### src/rtl/dtc_consts.vh
// Constants for the display tuning configuration register block
`ifndef DTC_CONSTS_VH
`define DTC_CONSTS_VH

// ----------------------------------------------------------------
// Register map (byte addresses on the Avalon-MM slave)
// ----------------------------------------------------------------
`define DTC_ADDR_LOW        4'h0
`define DTC_ADDR_HIGH       4'h4
`define DTC_ADDR_STATUS     4'h8

// ----------------------------------------------------------------
// Field positions and reset values
// ----------------------------------------------------------------
`define DTC_RED_PDC_LSB     0
`define DTC_GRN_PDC_LSB     4
`define DTC_BLU_PDC_LSB     8
`define DTC_RED_DCP_LSB     12
`define DTC_GRN_DCP_LSB     16
`define DTC_BLU_DCP_LSB     20
`define DTC_RED_LGC_LSB     24
`define DTC_GRN_LGC_LSB     28
`define DTC_BLU_LGC_LSB     32
`define DTC_RED_IMM_BIT     39
`define DTC_GRN_IMM_BIT     40
`define DTC_BLU_IMM_BIT     41
`define DTC_SUBP_BIT        42
`define DTC_GEOM_LSB        43
`define DTC_PSAVE_BIT       47

`define DTC_PDC_RESET       4'h6
`define DTC_DCP_RESET       4'h0
`define DTC_LGC_RESET       4'h0
`define DTC_IMM_RESET       1'h1
`define DTC_SUBP_RESET      1'h0
`define DTC_GEOM_RESET      3'h7
`define DTC_PSAVE_RESET     1'h0

// Writable bits: all except 46 and 38:36
`define DTC_WRITE_MASK      48'hbf8f_ffff_ffff
`define DTC_RESET_VALUE     48'h3b80_0000_0666

// ----------------------------------------------------------------
// Timing
// ----------------------------------------------------------------
`define DTC_READ_WAIT       1

`endif

### src/rtl/dtc_field_decode.v
// Decoder of tuning fields into drive levels for the analog side
`timescale 1ns/1ps
`include "dtc_consts.vh"
module dtc_field_decode (
	// Clock and reset
	input  wire        ref_clk,
	input  wire        rst,
	// Stored register image
	input  wire [47:0] cfg_value,
	// Pre-discharge voltages in 0.1 V units
	output reg  [4:0]  red_pdc_mv100,
	output reg  [4:0]  green_pdc_mv100,
	output reg  [4:0]  blue_pdc_mv100,
	// Panel geometry: pixel rows/columns and scan order
	output reg  [6:0]  panel_pixels,
	output reg  [1:0]  panel_reversed_lines,
	output reg         panel_swap_order
);

	// ----------------------------------------------------------------
	// Code to voltage
	// ----------------------------------------------------------------
	// Linear 0.1 V steps up to 1010b, then 0.2 V steps from 1.3 V
	function [4:0] pdc_volts;
		input [3:0] code;
		begin
			if (code <= 4'ha) begin
				pdc_volts = {1'b0, code} + 5'h01;
			end else begin
				pdc_volts = 5'h0d + {code - 4'hb, 1'b0};
			end
		end
	endfunction

	wire [2:0] geom_code;
	assign geom_code = cfg_value[`DTC_GEOM_LSB +: 3];

	always @(posedge ref_clk) begin
		if (rst) begin
			red_pdc_mv100        <= 5'h07;
			green_pdc_mv100      <= 5'h07;
			blue_pdc_mv100       <= 5'h07;
			panel_pixels         <= 7'h40;
			panel_reversed_lines <= 2'h2;
			panel_swap_order     <= 1'b0;
		end else begin
			red_pdc_mv100   <= pdc_volts(cfg_value[`DTC_RED_PDC_LSB +: 4]);
			green_pdc_mv100 <= pdc_volts(cfg_value[`DTC_GRN_PDC_LSB +: 4]);
			blue_pdc_mv100  <= pdc_volts(cfg_value[`DTC_BLU_PDC_LSB +: 4]);
			case (geom_code)
				3'h0: begin
					panel_pixels         <= 7'h10;
					panel_reversed_lines <= 2'h0;
					panel_swap_order     <= 1'b0;
				end
				3'h1: begin
					panel_pixels         <= 7'h20;
					panel_reversed_lines <= 2'h0;
					panel_swap_order     <= 1'b0;
				end
				3'h2, 3'h3: begin
					panel_pixels         <= 7'h30;
					panel_reversed_lines <= 2'h1;
					panel_swap_order     <= geom_code[0];
				end
				3'h4, 3'h5: begin
					panel_pixels         <= 7'h30;
					panel_reversed_lines <= 2'h2;
					panel_swap_order     <= geom_code[0];
				end
				default: begin
					panel_pixels         <= 7'h40;
					panel_reversed_lines <= 2'h2;
					panel_swap_order     <= 1'b0;
				end
			endcase
		end
	end

endmodule

### src/rtl/dtc_tuning_regs.v
// Display tuning configuration register with Avalon-MM slave
//
// Implementation choices: the Avalon-MM register port and the placing of the registers.
`timescale 1ns/1ps
`include "dtc_consts.vh"
module dtc_tuning_regs (
	// Clock and reset
	input  wire        ref_clk,
	input  wire        rst,
	// Avalon-MM slave
	input  wire [3:0]  avs_address,
	input  wire        avs_read,
	input  wire        avs_write,
	input  wire [31:0] avs_writedata,
	input  wire [3:0]  avs_byteenable,
	output reg  [31:0] avs_readdata,
	output reg         avs_waitrequest,
	output reg  [1:0]  avs_response,
	// Raw tuning fields
	output reg  [3:0]  red_predischarge_code,
	output reg  [3:0]  green_predischarge_code,
	output reg  [3:0]  blue_predischarge_code,
	output reg  [3:0]  red_decoupling_level,
	output reg  [3:0]  green_decoupling_level,
	output reg  [3:0]  blue_decoupling_level,
	output reg  [3:0]  red_lowgray_compensation,
	output reg  [3:0]  green_lowgray_compensation,
	output reg  [3:0]  blue_lowgray_compensation,
	output reg         red_group_noise_immunity,
	output reg         green_group_noise_immunity,
	output reg         blue_group_noise_immunity,
	output reg         subperiod_limit_enable,
	output reg  [2:0]  panel_geometry_select,
	output reg         power_saving_enable,
	// Decoded levels
	output wire [4:0]  red_pdc_mv100,
	output wire [4:0]  green_pdc_mv100,
	output wire [4:0]  blue_pdc_mv100,
	output wire [6:0]  panel_pixels,
	output wire [1:0]  panel_reversed_lines,
	output wire        panel_swap_order
);

	// ----------------------------------------------------------------
	// Storage
	// ----------------------------------------------------------------
	reg  [47:0] cfg_reg;
	reg  [47:0] cfg_next;
	reg         ack_reg;
	reg  [31:0] rdata_next;
	reg  [1:0]  resp_next;
	reg  [15:0] write_count_reg;
	reg  [31:0] hi_merge;

	wire        req;
	wire        hit_low;
	wire        hit_high;
	wire        hit_status;
	assign req        = avs_read | avs_write;
	assign hit_low    = (avs_address == `DTC_ADDR_LOW);
	assign hit_high   = (avs_address == `DTC_ADDR_HIGH);
	assign hit_status = (avs_address == `DTC_ADDR_STATUS);

	// Merges byte lanes of a write into a 32-bit word
	function [31:0] lane_merge;
		input [31:0] old_word;
		input [31:0] new_word;
		input [3:0]  lanes;
		integer      i;
		begin
			lane_merge = old_word;
			for (i = 0; i < 4; i = i + 1) begin
				if (lanes[i]) begin
					lane_merge[i*8 +: 8] = new_word[i*8 +: 8];
				end
			end
		end
	endfunction

	// ----------------------------------------------------------------
	// Write path
	// ----------------------------------------------------------------
	// Reserved bits are masked so they always read zero
	always @* begin
		hi_merge = lane_merge({16'h0000, cfg_reg[47:32]}, avs_writedata, avs_byteenable);
		cfg_next = cfg_reg;
		if (avs_write && ack_reg) begin
			if (hit_low) begin
				cfg_next[31:0] = lane_merge(cfg_reg[31:0], avs_writedata,
					avs_byteenable);
			end else if (hit_high) begin
				// Lanes 2 and 3 fall outside the 48-bit image and are dropped
				cfg_next[47:32] = hi_merge[15:0];
			end
		end
		cfg_next = cfg_next & `DTC_WRITE_MASK;
	end

	// ----------------------------------------------------------------
	// Read path
	// ----------------------------------------------------------------
	always @* begin
		rdata_next = 32'h0000_0000;
		resp_next  = 2'h0;
		if (hit_low) begin
			rdata_next = cfg_reg[31:0];
		end else if (hit_high) begin
			rdata_next = {16'h0000, cfg_reg[47:32]};
		end else if (hit_status) begin
			rdata_next = {16'h0000, write_count_reg};
		end else begin
			resp_next = 2'h2;
		end
	end

	// ----------------------------------------------------------------
	// Bus handshake
	// ----------------------------------------------------------------
	// One wait state per access: waitrequest drops the cycle after the
	// request appears, so every transfer completes in exactly two cycles.
	always @(posedge ref_clk) begin
		if (rst) begin
			cfg_reg         <= `DTC_RESET_VALUE;
			ack_reg         <= 1'b0;
			avs_waitrequest <= 1'b1;
			avs_readdata    <= 32'h0000_0000;
			avs_response    <= 2'h0;
			write_count_reg <= 16'h0000;
		end else begin
			cfg_reg <= cfg_next;
			if (req && !ack_reg) begin
				ack_reg         <= 1'b1;
				avs_waitrequest <= 1'b0;
				avs_readdata    <= avs_read ? rdata_next : 32'h0000_0000;
				avs_response    <= resp_next;
			end else begin
				ack_reg         <= 1'b0;
				avs_waitrequest <= 1'b1;
			end
			if (avs_write && ack_reg && (hit_low || hit_high)) begin
				write_count_reg <= write_count_reg + 16'h0001;
			end
		end
	end

	// ----------------------------------------------------------------
	// Field outputs
	// ----------------------------------------------------------------
	always @(posedge ref_clk) begin
		if (rst) begin
			red_predischarge_code      <= `DTC_PDC_RESET;
			green_predischarge_code    <= `DTC_PDC_RESET;
			blue_predischarge_code     <= `DTC_PDC_RESET;
			red_decoupling_level       <= `DTC_DCP_RESET;
			green_decoupling_level     <= `DTC_DCP_RESET;
			blue_decoupling_level      <= `DTC_DCP_RESET;
			red_lowgray_compensation   <= `DTC_LGC_RESET;
			green_lowgray_compensation <= `DTC_LGC_RESET;
			blue_lowgray_compensation  <= `DTC_LGC_RESET;
			red_group_noise_immunity   <= `DTC_IMM_RESET;
			green_group_noise_immunity <= `DTC_IMM_RESET;
			blue_group_noise_immunity  <= `DTC_IMM_RESET;
			subperiod_limit_enable     <= `DTC_SUBP_RESET;
			panel_geometry_select      <= `DTC_GEOM_RESET;
			power_saving_enable        <= `DTC_PSAVE_RESET;
		end else begin
			red_predischarge_code      <= cfg_next[`DTC_RED_PDC_LSB +: 4];
			green_predischarge_code    <= cfg_next[`DTC_GRN_PDC_LSB +: 4];
			blue_predischarge_code     <= cfg_next[`DTC_BLU_PDC_LSB +: 4];
			red_decoupling_level       <= cfg_next[`DTC_RED_DCP_LSB +: 4];
			green_decoupling_level     <= cfg_next[`DTC_GRN_DCP_LSB +: 4];
			blue_decoupling_level      <= cfg_next[`DTC_BLU_DCP_LSB +: 4];
			red_lowgray_compensation   <= cfg_next[`DTC_RED_LGC_LSB +: 4];
			green_lowgray_compensation <= cfg_next[`DTC_GRN_LGC_LSB +: 4];
			blue_lowgray_compensation  <= cfg_next[`DTC_BLU_LGC_LSB +: 4];
			red_group_noise_immunity   <= cfg_next[`DTC_RED_IMM_BIT];
			green_group_noise_immunity <= cfg_next[`DTC_GRN_IMM_BIT];
			blue_group_noise_immunity  <= cfg_next[`DTC_BLU_IMM_BIT];
			subperiod_limit_enable     <= cfg_next[`DTC_SUBP_BIT];
			panel_geometry_select      <= cfg_next[`DTC_GEOM_LSB +: 3];
			power_saving_enable        <= cfg_next[`DTC_PSAVE_BIT];
		end
	end

	// ----------------------------------------------------------------
	// Decoders
	// ----------------------------------------------------------------
	// Decoded levels lag the raw fields by one cycle since they
	// are registered from the stored image, not from cfg_next.
	dtc_field_decode u_decode (
		.ref_clk              (ref_clk),
		.rst                  (rst),
		.cfg_value            (cfg_reg),
		.red_pdc_mv100        (red_pdc_mv100),
		.green_pdc_mv100      (green_pdc_mv100),
		.blue_pdc_mv100       (blue_pdc_mv100),
		.panel_pixels         (panel_pixels),
		.panel_reversed_lines (panel_reversed_lines),
		.panel_swap_order     (panel_swap_order)
	);

endmodule

### config.mk
export PLATFORM = sky130hd
export DESIGN_NAME = dtc_tuning_regs
export DESIGN_NICKNAME = d
export VERILOG_FILES = /design/src/rtl/dtc_field_decode.v /design/src/rtl/dtc_tuning_regs.v
export VERILOG_INCLUDE_DIRS = /design/src /design/src/rtl
export SDC_FILE = /design/constraint.sdc
export NUM_CORES = 1
export LEC_CHECK = 0
export ABC_CLOCK_PERIOD_IN_PS = 2500
export BUFFER_PORTS_ARGS = -buffer_cell sky130_fd_sc_hd__buf_2
export CAP_MARGIN = 20
export CORE_ASPECT_RATIO = 1.4
export CORE_UTILIZATION = 51
export DETAILED_ROUTE_END_ITERATION = 7
export PLACE_DENSITY_LB_ADDON = 0.2
export SYNTH_ARGS = -nofsm -noshare
export SYNTH_HDL_FRONTEND = slang
export SYNTH_SLANG_ARGS = --single-unit
### constraint.sdc
create_clock -name ref_clk -period 2.5 [get_ports ref_clk]
set_input_delay 0 -clock ref_clk [delete_from_list [all_inputs] [get_ports ref_clk]]
set_output_delay 0 -clock ref_clk [all_outputs]
set_load 0.05 [all_outputs]
==> impl_metrics.ini <==
[floorplan]
design.die.area_mm2 = 0.00974
core_area_mm2 = 0.00903
start_util_pct = 52.8
io_pins = 148
die_y_um = 116
die_x_um = 83.7
fp-row-count = 41

[yosys]
synthTopCellsByCount = dfxtp_1, nand2_1, nor2_1
ys.flop_type = dfxtp_1
synth_top_area_share_pct = 48.7
synth.avg_cell_area_um2 = 8.98
synthCells = 531
synth.largest_area_cell = dfxtp_1
synth_seq_cells = 116
ys_seq_area_share_pct = 48.7
synth-edff-count = 0
async_reset_ff_share_pct = 0
yosysMostFrequentCell = dfxtp_1
yosys_warnings = 0
syn_area_mm2 = 0.00477
synth.area.top_cells = dfxtp_1, nand2_1, a21oi_1
yosysUniqueCellTypes = 41

[pwr]
pwr-share-clk_pct = 50.9
p_per_area_mw_per_mm2 = 671
p_leak_nw = 2.78
swShare_pct = 22.6
intPower_w = 0.00333
comb_power_share_pct = 5.6
power_switching_w = 0.000971
ir_worst_vdd_mv = 0.555
p_seq_share_pct = 43.5

[setup_path]
worst-setup-path-type = flip-flop to flip-flop
critPathBufInv = 0
startpoint_type = flip-flop
critPathSlowestCell = or4b_4
crit_chain = or4b_4, or3_1, or4_1, a21oi_1
worstPathRequired_ns = 2.83
slowest_delay_ns = 0.49
crit_fanout = 9
cp.arrival_ns = 2.32
cp_top_family = simple AND/OR/NAND/NOR gates
endpoint_kind = flip-flop

[sta]
final.min_clock_period_ns = 1.99
hold_slack_ns = 0.0814
finalMaxSlewViolations = 0
slew_headroom_pct = 56.0
clock_skew_ns = 0.00766
setup_violations = 0
max_freq_ghz = 0.503
rsz0062_at_grt = false
finalCritPeriodShare_pct = 79.5
tightest_slew_ns = 0.659
hold_viol_final = 0
tns_ns = 0

[layout]
multiInputGateArea_mm2 = 0.00222
largest_reg_flops = 44
drive_above_1_share_pct = 26.2
n_fill_cell = 711
syn2layout_area_growth_pct = 34.4
regArea_mm2 = 0.00232
antennaDiodeCount = 0
final_nets = 755

[global_route]
grt_pass1_vias = 4247
grt_remaining_overflow = 0
track_usage_pct = 25.2
grt_max_degree = 62
grt_pass1_wl_um = 19500
antenna_found_initial = 0

[detailed_routing]
firstDrtPassIters = 4
vias_per_cell = 5.42
routed_wl_um = 12100
post-route-drc-count = 0
postRouteAntennaNets = 0
vias = 4427
wl_per_cell_um = 14.8
drt_iter0_drc = 227

[placed_design]
place.gp.congestion = 0.934
dpl.hpwl_um = 7950
port_buffers = 142

[cts]
path_clk_slew_ns = 0.05
insertion_delay_ns = 0.41
cts_buffers = 17
ctsRootBufferMaster = clkbuf_16
cts_buffer_depth = 2
cts_max_level = 4
cts_sinks = 116
tritoncts = yes

[outcome]
outcome = complete, no violations

[run]
maxCapViolCount = 0

[worst_hold_path]
min_path_type = input pin to flip-flop
[final cells by class]
cell class                 instances  area share, %
clock buffer                      21           7.03
clock inverter                    10           1.33
inverter                          17          0.996
multi-input combinational        360           34.6
sequential                       116           36.3
tap                              107           2.09
timing repair buffer             186           17.7
[cells in the final DEF, fill, tap and decap left out, drive strengths merged, types with 3 or more instances in the layout]
cell,n
a21oi,44
a221o,13
a22o,16
a31oi,5
and3,6
buf,150
clkbuf,21
clkinv,5
clkinvlp,4
conb,5
dfxtp,116
dlygate4sd3,36
ha,13
inv,17
mux2i,14
nand2,60
nand2b,16
nand3,11
nand3b,4
nand4,6
nor2,46
nor2b,4
nor3,24
nor4,3
o211a,3
o21ai,8
o2bb2ai,15
o31ai,6
or2,6
or3,3
or4,6
xor2,9
[per-layer routing]
metal	GRT usage (%)	vias up	routed length, um
met5	0	-	0
met4	12.5	0	228
met3	7.14	18	669
met2	45.0	135	6210
met1	27.7	2079	4970
li1	-	2195	-
[kinds of logic after synthesis]
logic type	Yosys count	share of synthesized area, %
DFF	116	48.7
adders and majority gates	13	3.41
AOI/OAI and AO/OA	112	16.4
buffers and inverters	59	5.12
other	1	0.0787
and+or+nand+nor	205	21.3
muxes	14	2.94
xor gates and xnor gates	11	2.02
[power groups by stage]
stage / logic, W / registers (W) / clock network, W
finish: 0.000242 / 0.00187 / 0.00219
global route: 0.000258 / 0.00187 / 0.00231
CTS: 0.000237 / 0.00187 / 0.00222
detailed placement: 0.000195 / 0.00191 / 0
global placement: 0.000192 / 0.00191 / 0
floorplan: 0.0000954 / 0.00194 / 0
[worst min-delay path, delay by kind of cell]
family                 cells  cell delay [ns]
AND/OR/NAND/NOR            1             0.12
buffers and inverters      2             0.33
[repair_timing]
item / in CTS / in global routing
resized for setup: 0 / 0
endpoints found under the hold margin: 46 / 1
hold buffers: 35 / 1
setup buffers: 0 / 0
[path summary, 6_finish.rpt]
kind / startpoint / endpoint / slack, ns / depth (start not counted)
worst max-delay path: write_count_reg[2] / write_count_reg[13] / 0.51 / 4
worst min-delay path: rst / write_count_reg[5] / 0.08 / 3
worst max register to register: write_count_reg[2] / write_count_reg[13] / 0.51 / 4
worst min register to register: avs_readdata[7] / avs_readdata[7] / 0.46 / 1
[metrics by stage]
step	total power [W]	setup slack, ns	std cells	utilization [%]	area, um2
floorplan	0.00203	0.416	535	-	4780
global placement	0.00210	0.606	750	61.0	5510
detailed placement	0.00210	0.524	750	61.0	5510
CTS	0.00432	0.508	816	70.8	6390
global route	0.00444	0.408	817	70.9	6400
finish	0.00430	0.512	817	70.9	6400
No activity file was read; power rests on OpenSTA's default activity.
